## config.mk

```make
export PLATFORM = sky130hd
export DESIGN_NAME = sfr_map
export DESIGN_NICKNAME = d
export VERILOG_FILES = /design/src/hw/sfr_types_pkg.sv /design/src/hw/sfr_map.sv /design/src/hw/key_unlock.sv
export VERILOG_INCLUDE_DIRS = /design/src /design/src/hw
export SDC_FILE = /design/constraint.sdc
export NUM_CORES = 2
export LEC_CHECK = 0
export ABC_AREA = 1
export BUFFER_PORTS_ARGS = -buffer_cell sky130_fd_sc_hd__buf_2
export CAP_MARGIN = 0
export CORE_UTILIZATION = 44
export CTS_BUF_LIST = sky130_fd_sc_hd__clkbuf_16
export DETAILED_ROUTE_END_ITERATION = 10
export SYNTH_ARGS = -nofsm -noshare
export SYNTH_HDL_FRONTEND = slang
export SYNTH_HIERARCHICAL = 1
export SYNTH_SLANG_ARGS = --single-unit
```

## constraint.sdc

```tcl
create_clock -name clk_in -period 12.4 [get_ports clk_in]
set_input_delay 1.24 -clock clk_in [delete_from_list [all_inputs] [get_ports clk_in]]
set_output_delay 1.24 -clock clk_in [all_outputs]
set_load 0.02 [all_outputs]
```

## src/hw/sfr_map_consts.svh

```systemverilog
// register window constants: offsets, reset values, field masks and timing counts
// Summary of operation
// RQ1 - direct accesses to 80h-FFh reach the register window; indirect ones never do
// RQ2 - registers at addresses ending 0h or 8h allow single-bit read, set, clear, test
// RQ3 - every baseline location keeps its address; added functions use only spare ones
// RQ4 - two 16-bit pointers, byte-wide halves, active one addresses external data moves
// RQ5 - select bit 0 chooses which pointer is active
// RQ6 - with select bit 5 set, active pointer flips after each pointer use; no flip when a pointer or select register write falls in the same cycle
// RQ7 - when enabled, active pointer steps up or down after use, per direction bit; no step when a pointer or select register write falls in the same cycle
// RQ8 - stack pointer always holds the location of the last pushed entry
// RQ9 - stack pointer takes any written value, anywhere in the 256-byte scratchpad
// RQ10 - four 8-bit port latches, one location each, keep the last written value
// RQ11 - each of three 16-bit timers shows as separate readable, writable low/high bytes
// RQ12 - each serial buffer address reads one store and writes another
// RQ13 - each serial port has its own control register
// RQ14 - all peripheral control and status goes only through register accesses
// RQ15 - indirect accesses to 80h-FFh reach the upper 128 scratchpad bytes
// RQ16 - protected control bits change only inside the timed-access unlock window
// RQ17 - undefined locations and reserved bits read fixed values; writes do nothing
`ifndef SFR_MAP_CONSTS_SVH
`define SFR_MAP_CONSTS_SVH
`define A_PORT0 8'h80
`define A_STACK 8'h81
`define A_PTR0L 8'h82
`define A_PTR0H 8'h83
`define A_PTR1L 8'h84
`define A_PTR1H 8'h85
`define A_PSEL 8'h86
`define A_PWRCTL 8'h87
`define A_TMRCTL 8'h88
`define A_TMRMODE 8'h89
`define A_TMR0L 8'h8a
`define A_TMR1L 8'h8b
`define A_TMR0H 8'h8c
`define A_TMR1H 8'h8d
`define A_CLKCTL 8'h8e
`define A_PORT1 8'h90
`define A_EXTIRQ 8'h91
`define A_TCLKHI 8'h96
`define A_SER0CTL 8'h98
`define A_SER0BUF 8'h99
`define A_PAGECTL 8'h9d
`define A_PORT2 8'ha0
`define A_IRQEN 8'ha8
`define A_SER0ADR 8'ha9
`define A_SER1ADR 8'haa
`define A_PORT3 8'hb0
`define A_PRIHI 8'hb1
`define A_PRILO 8'hb8
`define A_SER0MSK 8'hb9
`define A_SER1MSK 8'hba
`define A_SER1CTL 8'hc0
`define A_SER1BUF 8'hc1
`define A_ROMSZ 8'hc2
`define A_PWRMODE 8'hc4
`define A_PRISTAT 8'hc5
`define A_KEY 8'hc7
`define A_TMR2CTL 8'hc8
`define A_TMR2MODE 8'hc9
`define A_TMR2RLL 8'hca
`define A_TMR2RLH 8'hcb
`define A_TMR2L 8'hcc
`define A_TMR2H 8'hcd
`define A_PSWORD 8'hd0
`define A_FLCMD 8'hd5
`define A_FLDATA 8'hd6
`define A_WDCTL 8'hd8
`define A_OPND 8'he0
`define A_EIRQEN 8'he8
`define A_AUXOP 8'hf0
`define R_ZERO 8'h00
`define R_PORT 8'hff
`define R_STACK 8'h07
`define R_PSEL 8'h04
`define R_CLKCTL 8'h01
`define R_TCLKHI 8'hc7
`define R_PAGECTL 8'h1f
`define R_PRI 8'h80
`define R_ROMSZ 8'hf5
`define R_PWRMODE 8'h80
`define R_PRISTAT 8'h10
`define R_KEY 8'hff
`define R_TMR2MODE 8'hfc
`define R_FLCMD 8'hb0
`define R_EIRQEN 8'he0
`define M_FULL 8'hff
`define M_NONE 8'h00
`define M_PSEL 8'hf1
`define M_TCLKHI 8'h38
`define M_PAGECTL 8'he0
`define M_PRI 8'h7f
`define M_ROMSZ 8'h0f
`define M_TMR2MODE 8'h03
`define M_FLCMD 8'h0f
`define M_EIRQEN 8'h1f
`define P_PAGECTL 8'he0
`define P_ROMSZ 8'h0f
`define P_WDCTL 8'h0b
`define SEL_BIT 0
`define STEP_EN_BIT 4
`define TOGGLE_EN_BIT 5
`define DIR0_BIT 6
`define KEY_FIRST 8'haa
`define KEY_SECOND 8'h55
`define KEY_WIN_CYC 3'h4
`endif

```

## src/hw/sfr_types_pkg.sv

```systemverilog
// types shared by the register window and its unlock sequencer
package sfr_types_pkg;
    typedef struct packed {
        logic rd;
        logic wr;
        logic ind;
        logic [7:0] addr;
        logic [7:0] data;
    } sfr_req_s;
    typedef enum logic [1:0] {BIT_READ, BIT_SET, BIT_CLEAR, BIT_WRITE} bit_op_e;
    typedef struct packed {
        logic valid;
        bit_op_e op;
        logic [7:0] addr;
        logic val;
    } bit_req_s;
    typedef struct packed {
        logic push;
        logic pop;
        logic external_data_move;
        logic inc;
    } core_evt_s;
    typedef struct packed {
        logic load;
        logic [7:0] data;
    } ser_byte_s;
    typedef struct packed {
        logic [7:0] rst;
        logic [7:0] wmask;
        logic [7:0] pmask;
    } reg_info_s;
    typedef enum logic [1:0] {KEY_IDLE, KEY_HALF, KEY_OPEN} key_state_e;
endpackage : sfr_types_pkg

```

## src/hw/sfr_map.sv

```systemverilog
// special-function register window of the core
`timescale 1ns/100ps
`default_nettype none
`include "sfr_map_consts.svh"
module sfr_map
    import sfr_types_pkg::*;
(
    input wire logic clk_in,
    input wire logic rst_in,
    input wire sfr_req_s req_in,
    input wire bit_req_s bit_in,
    input wire core_evt_s evt_in,
    input wire ser_byte_s [1:0] rx_in,
    output logic [7:0] rd_data_out,
    output logic rd_valid_out,
    output logic bit_data_out,
    output logic bit_valid_out,
    output logic [15:0] ptr_addr_out,
    output logic [7:0] stack_out,
    output logic [3:0][7:0] port_out,
    output ser_byte_s [1:0] tx_out,
    output logic [1:0][7:0] ser_ctl_out,
    output logic [7:0] psel_out
);
    // reset value, writable bits and protected bits of each plain location
    function automatic reg_info_s info(input logic [7:0] a);
        reg_info_s r;
        r = '{`R_ZERO, `M_NONE, `M_NONE};
        case (a) // [RQ3]
            `A_PORT0: r = '{`R_PORT, `M_FULL, `M_NONE}; // [RQ10]
            `A_PORT1: r = '{`R_PORT, `M_FULL, `M_NONE}; // [RQ10]
            `A_PORT2: r = '{`R_PORT, `M_FULL, `M_NONE}; // [RQ10]
            `A_PORT3: r = '{`R_PORT, `M_FULL, `M_NONE}; // [RQ10]
            `A_PWRCTL: r = '{`R_ZERO, `M_FULL, `M_NONE};
            `A_TMRCTL: r = '{`R_ZERO, `M_FULL, `M_NONE};
            `A_TMRMODE: r = '{`R_ZERO, `M_FULL, `M_NONE};
            `A_TMR0L: r = '{`R_ZERO, `M_FULL, `M_NONE}; // [RQ11]
            `A_TMR1L: r = '{`R_ZERO, `M_FULL, `M_NONE}; // [RQ11]
            `A_TMR0H: r = '{`R_ZERO, `M_FULL, `M_NONE}; // [RQ11]
            `A_TMR1H: r = '{`R_ZERO, `M_FULL, `M_NONE}; // [RQ11]
            `A_TMR2L: r = '{`R_ZERO, `M_FULL, `M_NONE}; // [RQ11]
            `A_TMR2H: r = '{`R_ZERO, `M_FULL, `M_NONE}; // [RQ11]
            `A_CLKCTL: r = '{`R_CLKCTL, `M_FULL, `M_NONE};
            `A_EXTIRQ: r = '{`R_ZERO, `M_FULL, `M_NONE};
            `A_TCLKHI: r = '{`R_TCLKHI, `M_TCLKHI, `M_NONE};
            `A_SER0CTL: r = '{`R_ZERO, `M_FULL, `M_NONE}; // [RQ13]
            `A_SER1CTL: r = '{`R_ZERO, `M_FULL, `M_NONE}; // [RQ13]
            `A_PAGECTL: r = '{`R_PAGECTL, `M_PAGECTL, `P_PAGECTL};
            `A_IRQEN: r = '{`R_ZERO, `M_FULL, `M_NONE};
            `A_SER0ADR: r = '{`R_ZERO, `M_FULL, `M_NONE};
            `A_SER1ADR: r = '{`R_ZERO, `M_FULL, `M_NONE};
            `A_SER0MSK: r = '{`R_ZERO, `M_FULL, `M_NONE};
            `A_SER1MSK: r = '{`R_ZERO, `M_FULL, `M_NONE};
            `A_PRIHI: r = '{`R_PRI, `M_PRI, `M_NONE};
            `A_PRILO: r = '{`R_PRI, `M_PRI, `M_NONE};
            `A_ROMSZ: r = '{`R_ROMSZ, `M_ROMSZ, `P_ROMSZ};
            `A_PWRMODE: r = '{`R_PWRMODE, `M_FULL, `M_NONE};
            `A_PRISTAT: r = '{`R_PRISTAT, `M_NONE, `M_NONE};
            `A_TMR2CTL: r = '{`R_ZERO, `M_FULL, `M_NONE};
            `A_TMR2MODE: r = '{`R_TMR2MODE, `M_TMR2MODE, `M_NONE};
            `A_TMR2RLL: r = '{`R_ZERO, `M_FULL, `M_NONE};
            `A_TMR2RLH: r = '{`R_ZERO, `M_FULL, `M_NONE};
            `A_PSWORD: r = '{`R_ZERO, `M_FULL, `M_NONE};
            `A_FLCMD: r = '{`R_FLCMD, `M_FLCMD, `M_NONE};
            `A_FLDATA: r = '{`R_ZERO, `M_FULL, `M_NONE};
            `A_WDCTL: r = '{`R_ZERO, `M_FULL, `P_WDCTL};
            `A_OPND: r = '{`R_ZERO, `M_FULL, `M_NONE};
            `A_EIRQEN: r = '{`R_EIRQEN, `M_EIRQEN, `M_NONE};
            `A_AUXOP: r = '{`R_ZERO, `M_FULL, `M_NONE};
            default: r = '{`R_ZERO, `M_NONE, `M_NONE}; // [RQ17]
        endcase
        return r;
    endfunction : info

    logic [7:0] gen_q [0:127];
    logic [7:0] ram_r [0:127];
    logic [1:0][15:0] dp_r;
    logic [1:0][15:0] dp_nxt;
    logic [7:0] psel_r;
    logic [7:0] psel_nxt;
    logic [7:0] sp_r;
    logic [1:0][7:0] rxbuf_r;
    logic byte_hit;
    logic ind_hit;
    logic bit_hit;
    logic [6:0] look_a;
    logic [7:0] look8;
    logic [7:0] cur;
    logic wr_en;
    logic [7:0] wr_d;
    logic [7:0] onehot;
    logic key_open;
    logic [7:0] key_val;
    logic ptr_use;
    logic sel;

    // only the top half answers: direct addressing reaches the registers, indirect the scratchpad
    assign byte_hit = req_in.addr[7] && !req_in.ind && (req_in.rd || req_in.wr); // [RQ1]
    assign ind_hit = req_in.addr[7] && req_in.ind && (req_in.rd || req_in.wr); // [RQ15]
    // byte access wins; a bit op in the same cycle is dropped
    assign bit_hit = bit_in.valid && bit_in.addr[7] && !(req_in.rd || req_in.wr); // [RQ2]
    assign look_a = byte_hit ? req_in.addr[6:0] : {bit_in.addr[6:3], 3'h0}; // [RQ2]
    assign look8 = {1'b1, look_a};
    assign onehot = 8'h01 << bit_in.addr[2:0];
    assign wr_en = (byte_hit && req_in.wr) || (bit_hit && bit_in.op != BIT_READ); // [RQ14]

    always_comb begin
        unique case (bit_in.op)
            BIT_SET: wr_d = cur | onehot; // [RQ2]
            BIT_CLEAR: wr_d = cur & ~onehot; // [RQ2]
            BIT_WRITE: wr_d = bit_in.val ? (cur | onehot) : (cur & ~onehot);
            BIT_READ: wr_d = cur;
        endcase
        if (byte_hit) begin
            wr_d = req_in.data;
        end
    end

    // one read mux serves byte reads and the read half of bit ops
    always_comb begin
        case (look8)
            `A_PTR0L: cur = dp_r[0][7:0]; // [RQ4]
            `A_PTR0H: cur = dp_r[0][15:8]; // [RQ4]
            `A_PTR1L: cur = dp_r[1][7:0]; // [RQ4]
            `A_PTR1H: cur = dp_r[1][15:8]; // [RQ4]
            `A_PSEL: cur = psel_r;
            `A_STACK: cur = sp_r;
            `A_SER0BUF: cur = rxbuf_r[0]; // [RQ12]
            `A_SER1BUF: cur = rxbuf_r[1]; // [RQ12]
            `A_KEY: cur = key_val;
            default: cur = gen_q[look_a];
        endcase
    end

    // plain locations; reserved bits hold their reset value forever
    for (genvar i = 0; i < 128; i++) begin : g_reg
        localparam reg_info_s INF = info(8'(i + 128));
        if (INF.wmask == `M_NONE) begin : g_fix
            assign gen_q[i] = INF.rst; // [RQ17]
        end else begin : g_ff
            always_ff @(posedge clk_in or posedge rst_in) begin
                if (rst_in) begin
                    gen_q[i] <= INF.rst;
                end else if (wr_en && look_a == 7'(i)) begin
                    gen_q[i] <= (gen_q[i] & ~(INF.wmask & ~(key_open ? `M_NONE : INF.pmask)))
                        | (wr_d & INF.wmask & ~(key_open ? `M_NONE : INF.pmask)); // [RQ16]
                end
            end
        end
    end

    key_unlock u_key (
        .clk_in(clk_in),
        .rst_in(rst_in),
        .wr_in(wr_en && look8 == `A_KEY),
        .data_in(wr_d),
        .open_out(key_open),
        .key_out(key_val)
    );

    // upper scratchpad, reached only by indirect addressing; no reset, like any ram
    always_ff @(posedge clk_in) begin
        if (ind_hit && req_in.wr) begin
            ram_r[req_in.addr[6:0]] <= req_in.data; // [RQ15]
        end
    end

    always_ff @(posedge clk_in or posedge rst_in) begin
        if (rst_in) begin
            rd_data_out <= 8'h00;
            rd_valid_out <= 1'b0;
        end else begin
            rd_valid_out <= (byte_hit || ind_hit) && req_in.rd; // [RQ1]
            rd_data_out <= ind_hit ? ram_r[req_in.addr[6:0]] : cur; // [RQ15]
        end
    end

    // bit ops answer with the bit as it stood before the op
    always_ff @(posedge clk_in or posedge rst_in) begin
        if (rst_in) begin
            bit_data_out <= 1'b0;
            bit_valid_out <= 1'b0;
        end else begin
            bit_valid_out <= bit_hit; // [RQ2]
            bit_data_out <= cur[bit_in.addr[2:0]];
        end
    end

    // pointers: a write to a pointer or select register in the same cycle as a pointer use wins
    assign ptr_use = evt_in.external_data_move || evt_in.inc;
    assign sel = psel_r[`SEL_BIT];
    always_comb begin
        dp_nxt = dp_r;
        psel_nxt = psel_r;
        if (wr_en && look8 == `A_PTR0L) begin
            dp_nxt[0][7:0] = wr_d; // [RQ4]
        end else if (wr_en && look8 == `A_PTR0H) begin
            dp_nxt[0][15:8] = wr_d;
        end else if (wr_en && look8 == `A_PTR1L) begin
            dp_nxt[1][7:0] = wr_d;
        end else if (wr_en && look8 == `A_PTR1H) begin
            dp_nxt[1][15:8] = wr_d;
        end else if (wr_en && look8 == `A_PSEL) begin
            psel_nxt = (psel_r & ~`M_PSEL) | (wr_d & `M_PSEL); // [RQ5]
        end else if (ptr_use) begin
            if (evt_in.inc) begin
                dp_nxt[sel] = dp_r[sel] + 16'h0001;
            end else if (psel_r[`STEP_EN_BIT]) begin
                dp_nxt[sel] = psel_r[`DIR0_BIT + 32'(sel)] ? dp_r[sel] - 16'h0001
                    : dp_r[sel] + 16'h0001; // [RQ7]
            end
            if (psel_r[`TOGGLE_EN_BIT]) begin
                psel_nxt[`SEL_BIT] = ~sel; // [RQ6]
            end
        end
    end

    always_ff @(posedge clk_in or posedge rst_in) begin
        if (rst_in) begin
            dp_r <= '0;
            psel_r <= `R_PSEL;
            ptr_addr_out <= 16'h0000;
        end else begin
            dp_r <= dp_nxt;
            psel_r <= psel_nxt;
            // registered copy of the active pointer keeps the output glitch free
            ptr_addr_out <= psel_nxt[`SEL_BIT] ? dp_nxt[1] : dp_nxt[0]; // [RQ4] [RQ5]
        end
    end

    // stack pointer points at the last used entry: push pre-increments
    always_ff @(posedge clk_in or posedge rst_in) begin
        if (rst_in) begin
            sp_r <= `R_STACK;
        end else if (wr_en && look8 == `A_STACK) begin
            sp_r <= wr_d; // [RQ9]
        end else if (evt_in.push) begin
            sp_r <= sp_r + 8'h01; // [RQ8]
        end else if (evt_in.pop) begin
            sp_r <= sp_r - 8'h01; // [RQ8]
        end
    end

    // serial buffers: writes go to the transmitter, reads come from the receiver
    for (genvar k = 0; k < 2; k++) begin : g_ser
        always_ff @(posedge clk_in or posedge rst_in) begin
            if (rst_in) begin
                rxbuf_r[k] <= 8'h00;
                tx_out[k] <= '0;
            end else begin
                if (rx_in[k].load) begin
                    rxbuf_r[k] <= rx_in[k].data; // [RQ12]
                end
                tx_out[k].load <= wr_en && look8 == (k == 0 ? `A_SER0BUF : `A_SER1BUF); // [RQ12]
                if (wr_en && look8 == (k == 0 ? `A_SER0BUF : `A_SER1BUF)) begin
                    tx_out[k].data <= wr_d;
                end
            end
        end
    end

    assign port_out[0] = gen_q[7'(`A_PORT0)]; // [RQ10]
    assign port_out[1] = gen_q[7'(`A_PORT1)];
    assign port_out[2] = gen_q[7'(`A_PORT2)];
    assign port_out[3] = gen_q[7'(`A_PORT3)];
    assign ser_ctl_out[0] = gen_q[7'(`A_SER0CTL)]; // [RQ13]
    assign ser_ctl_out[1] = gen_q[7'(`A_SER1CTL)]; // [RQ13]
    assign stack_out = sp_r;
    assign psel_out = psel_r;
endmodule : sfr_map
`default_nettype wire

```

## src/hw/key_unlock.sv

```systemverilog
// timed-access unlock sequencer
`timescale 1ns/100ps
`default_nettype none
`include "sfr_map_consts.svh"
module key_unlock
    import sfr_types_pkg::*;
(
    input wire logic clk_in,
    input wire logic rst_in,
    input wire logic wr_in,
    input wire logic [7:0] data_in,
    output logic open_out,
    output logic [7:0] key_out
);
    key_state_e state_r;
    key_state_e state_nxt;
    logic [2:0] cnt_r;
    logic [2:0] cnt_nxt;

    always_comb begin
        state_nxt = state_r;
        cnt_nxt = (cnt_r != 3'h0) ? cnt_r - 3'h1 : 3'h0;
        unique case (state_r)
            KEY_IDLE: begin
                if (wr_in && data_in == `KEY_FIRST) begin
                    state_nxt = KEY_HALF;
                    cnt_nxt = `KEY_WIN_CYC;
                end
            end
            KEY_HALF: begin
                // any other value breaks the sequence
                if (wr_in && data_in == `KEY_SECOND) begin
                    state_nxt = KEY_OPEN; // [RQ16]
                    cnt_nxt = `KEY_WIN_CYC;
                end else if (wr_in || cnt_r == 3'h0) begin
                    state_nxt = KEY_IDLE;
                end
            end
            KEY_OPEN: begin
                if (cnt_r == 3'h0) begin
                    state_nxt = KEY_IDLE;
                end
            end
        endcase
    end

    always_ff @(posedge clk_in or posedge rst_in) begin
        if (rst_in) begin
            state_r <= KEY_IDLE;
            cnt_r <= 3'h0;
            open_out <= 1'b0;
        end else begin
            state_r <= state_nxt;
            cnt_r <= cnt_nxt;
            open_out <= (state_nxt == KEY_OPEN); // [RQ16]
        end
    end

    always_ff @(posedge clk_in or posedge rst_in) begin
        if (rst_in) begin
            key_out <= `R_KEY;
        end else if (wr_in) begin
            key_out <= data_in;
        end
    end
endmodule : key_unlock
`default_nettype wire

```

Word-level counts from Yosys, hierarchy flattened
Memories as Yosys holds them, arrays and structs flattened.
Index checks and enable logic that the tools add are counted.
{"block": "classes", "n_addsub": 6, "n_lt_le_gt_ge": 5, "n_eq_ne": 55, "shifts": 1, "muxes": 59, "bitwise": 31, "n_reduce_logical": 76}
{"op": "32-bit two-way mux", "n": 4}
{"op": "7-bit == test, second input constant", "n": 18}
{"op": "8-bit two-way mux", "n": 15}
{"op": "16-bit two-way mux", "n": 7}
{"op": "8-bit case mux with 9 select lines", "n": 1}
{"op": "32-bit bitwise mux", "n": 2}
{"op": "7-bit by 6-bit == test with 1-bit output, second input constant", "n": 9}
{"op": "1-bit logical AND", "n": 61}
{"op": "8-bit binary-select mux with 7-bit select", "n": 1}
{"op": "7-bit by 4-bit == test with 1-bit output, second input constant", "n": 7}
{"op": "8-bit AND", "n": 6}
{"op": "24-bit two-way mux", "n": 2}
{"op": "7-bit by 5-bit == test with 1-bit output, second input constant", "n": 6}
{"op": "8-bit NOT", "n": 5}
{"op": "32-bit by 4-bit < comparator with 1-bit output, second input constant", "n": 1}
{"op": "8-bit bitwise OR", "n": 4}
{"op": "8-bit case mux with 4 select lines", "n": 1}
{"op": "7-bit by 3-bit == test with 1-bit output, second input constant", "n": 4}
{"op": "16-bit by 1-bit adder with 16-bit output, second input constant", "n": 1}
{"op": "16-bit demux with 1-bit select", "n": 1}
{"op": "4-bit NOT with 8-bit output", "n": 2}
{"op": "8-bit by 7-bit bitwise OR with 8-bit output", "n": 2}
{"op": "16-bit by 1-bit subtractor with 16-bit output, second input constant", "n": 1}
{"op": "7-bit by 2-bit == test with 1-bit output, second input constant", "n": 2}
{"op": "38 further kinds", "n": 70}
{"block": "totals", "reg_bits": 435, "ram_bits": 1024, "inputBits": 55, "out_inout_bits": 109, "wordCells": 293, "n_memories": 1}
{"memory": "ram_r", "depth": 128, "word_bits": 8, "rd": 1, "rd_ports_with_merged_regs": 0, "write_ports": 1, "line": "sfr_map.sv:76", "rtl": "logic [7:0] ram_r [0:127];"}

Depth between registers and ports, before layout
{"block": "depth", "depth_word": 20, "mapped_depth": 30, "mapped_depth_nobuf": 27}

By module
Netlist, hierarchy kept.
{"module": "sfr_map", "n_inst": 1, "cells_each": 5566, "area_per_inst_um2": 60663.2, "seq_area_each_um2": 40532.6}
{"module": "key_unlock", "n_inst": 1, "cells_each": 106, "area_per_inst_um2": 778.2, "seq_area_each_um2": 360.3}

Least setup slack after synthesis
No wires, ideal clock.
{"block": "synth_timing", "path_type": "input port to flip-flop", "startpoint": "input port req_in[9] (netlist bit)", "endpoint": "memory ram_r[32][0], enable pin", "setup_time_ns": 0.370, "arrival_time_ns": 3.438, "t_required_ns": 12.030, "setup_slack_ns": 8.592, "stages": 11, "n_path_buf": 6, "cell_sequence": "buf_4 > inv_2 > buf_4 > nand3_4 > inv_1 > clkbuf_1 > buf_2 > buf_1 > nand2_1 > clkbuf_1 > nor2_1"}
{"item": "from (decl)", "line": "sfr_map.sv:10", "rtl": "input wire sfr_req_s req_in,"}
{"item": "to (decl)", "line": "sfr_map.sv:76"}
Straight into the memory's write port.

Worst setup path in the final report
{"block": "layout_timing", "startpoint": "input port req_in[16] (netlist bit)", "endpoint": "memory ram_r[73][6], enable pin"}
{"block": "layout_between", "elab_chain_len": 5}
{"item": "1-bit logical AND (2 in series)", "line": "sfr_map.sv:99", "rtl": "assign ind_hit = req_in.addr[7] && req_in.ind && (req_in.rd || req_in.wr);"}
{"item": "1-bit logical AND", "line": "sfr_map.sv:163", "rtl": "if (ind_hit && req_in.wr) begin"}
{"item": "1-bit two-way mux", "line": "sfr_map.sv:163"}
{"item": "1-bit two-way mux (not written as such)", "line": "sfr_map.sv:164", "rtl": "ram_r[req_in.addr[6:0]] <= req_in.data;"}
Every way passes these cells.

==> metrics.txt <==
pwr/cell area between 150 and 200 mW/mm^2; final wirelength 204,000 um; post-CTS resize count 0; routed vias 45,036; Clock Latency Late Sink 800 ps; Worst Setup End Kind flop; YS warnings 6; num ports 164; # setup viols final 0; Clk network pwr share 0.392; vias in the first global route 42,848; first-pass iteration count of the detailed router 6; Final Cell Area 0.0683 mm^2; Worst VDD drop 175 uV; Routed WL per cell roughly 27 um; fin util 0.495; Rel. slew slack 0.0738; sequential share of the synthesized area 0.666; Post-synth ARST share 0.282; DP Wirelength 130,000 um; Comb power frac 0.128; first-pass GRT wire length 298,000 um; Hold-fix buffers, CTS 0; worst-path maximum fanout 16; status completed; setup slack at placement 6310 ps; vias per cell approximately 5.8; Reg power frac 0.480; worst hold slack 467 ps; Worst EP arrival 5800 ps; Synth top area share 0.500; layout cells sized above 1 0.107; initial core utilization 0.445; Port Buffers 160; largest net degree at the start of global routing 121; die width 376 um; Tot GR Track Use 0.287; root buf cell clkbuf_16; most common cell after layout, fill and taps aside nand2_1; max-slew violation count 0; post-layout net count 5,792; Layout Skew 57.8 ps; fin crit share 0.436; most frequent cells in the layout nand2_1 (1,534), edfxtp_1 (1,024), nor2_1 (425); syn_area_per_cell 10.8 um^2; Seq cells post-synth 1,427; Area Overhead vs Synth 11.2%; Yosys cell types 68; Startpoint Class primary input; internal cell power 8.23 mW; cell taking the most area after synthesis edfxtp_1; Reg clk slew, reported paths 60 ps; dpl cells between 7,000 and 8,000; sw power 3.16 mW; leakage 25.9 nW; f_max 185 MHz; Critical Path Start req_in[16]; # DRC 0; antenna violations before repair 11; min cycle time layout about 5400 ps; worst setup path class in -> reg; RSZ-0062 raised after global routing no; hold path start u_key/key_out[2]; Max Cap Viol 0; Post-Synthesis Cell Area 0.0614 mm^2; Final Non-Filler Cells 7,713; WP data required 12,790 ps; die height 376 um; worst setup margin 7000 ps; Worst Tran Pin Value 1380 ps; top post-synthesis cells by area edfxtp_1 (50%), dfrtp_1 (14%), nand2_1 (9.4%); Max clock buf depth 3; Syn Inst Count 5,672; Area after DPL 0.0635 mm^2; area of the core 0.138 mm^2; gpl congestion 0.961; Sw Share 0.278; reg2reg start psel_out[0]; Post-CTS Setup Bufs 0; CTS Sinks around 1,400; die area 0.141 mm^2; # H-tree levels 4; final hold viol count 0; row cnt 136; CTS tree built; total CTS buffers roughly 150; Total Power 11.4 mW; Hold WC Path Type reg -> reg; Final ANT Viol Nets 0; Top FF cell, synth edfxtp_1; 1st-iter DRT viols 5,510; Remaining Overflow, GRT 0; number of flops mapped to enable cells by yosys 1,024; Fin Setup TNS 0 ps
state kept, by name, indices dropped and copies added, names as in the netlist:
name / count
u_key/state_r: 2
port_out: 32
gen_q: 235
ptr_addr_out: 16
rd_valid_out: 1
psel_out: 5
u_key/key_out: 8
ser_ctl_out: 16
u_key/open_out: 1
rd_data_out: 8
ram_r: 1024
u_key/cnt_r: 3
stack_out: 8
dp_r: 32
bit_valid_out: 1
tx_out: 18
rxbuf_r: 16
bit_data_out: 1
cell families after synthesis:
| logic type | share of synthesized area |
|---|---|
| flops | 0.666 |
| other cells | 0.000122 |
| buf+inv | 0.0500 |
| simple gates | 0.173 |
| fa+ha+maj | 0.00257 |
| xor+xnor | 0.00314 |
| mux | 0.00161 |
| compound gates | 0.104 |
cell type report:
class	count	area [um^2]
inverters	366	1400
repair buffers	226	1330
fillers	12370	69700
clock inverters	121	1020
clock buffers	153	3830
well taps	1863	2330
multi-input cells	3553	17500
diodes	4	10.0
flip-flops and latches	1427	40900
synthesized netlist by cell type (32+ instances only):
library cell / n
a21oi_1: 181
a221oi_1: 89
a22o_1: 63
a22oi_1: 168
buf_1: 50
buf_2: 73
buf_4: 72
clkbuf_1: 117
dfrtp_1: 356
dfstp_2: 47
edfxtp_1: 1024
inv_1: 327
inv_2: 33
nand2_1: 1539
nand3_1: 245
nand4_1: 130
nor2_1: 429
nor3_1: 41
o211ai_1: 32
o21ai_0: 332
o21ai_1: 42
final timing paths:
kind                                     to  cells after the start  slack, ps
setup / recovery               ram_r[73][6]                      7       7000
hold / removal             u_key/key_out[2]                      2        470
setup reg to reg           ptr_addr_out[10]                     19       7970
hold reg to reg            u_key/key_out[2]                      2        470
max in group asynchronous        gen_q[441]                      4       9100
min in group asynchronous    u_key/cnt_r[1]                      2        580
power groups by stage:
| stage | logic, mW | registers, mW | clock network (mW) |
|---|---|---|---|
| 2_1_floorplan | 0.879 | 5.53 | 0 |
| 3_3_place_gp | 1.43 | 5.56 | 0 |
| 3_5_place_dp | 1.44 | 5.56 | 0 |
| 4_1_cts | 1.44 | 5.47 | 4.51 |
| 5_1_grt | 1.58 | 5.48 | 4.69 |
| 6_report | 1.46 | 5.47 | 4.47 |
layer usage:
metal  part of all wire  global-route usage  up-vias
met5            0.00017                   0        -
met4              0.041               0.113        6
met3              0.087              0.0541      390
met2               0.46               0.449     2328
met1               0.41               0.394    22400
li1                   -                   -    19912
worst max-delay path, stage by stage:
cell      delay [ps]
buf_2            150
inv_2             60
nor3_2          1080
clkinv_1         630
nor2_1           740
nand2_2          810
nor2_1          1060
Note: power is estimated with default switching activity, not from simulation.
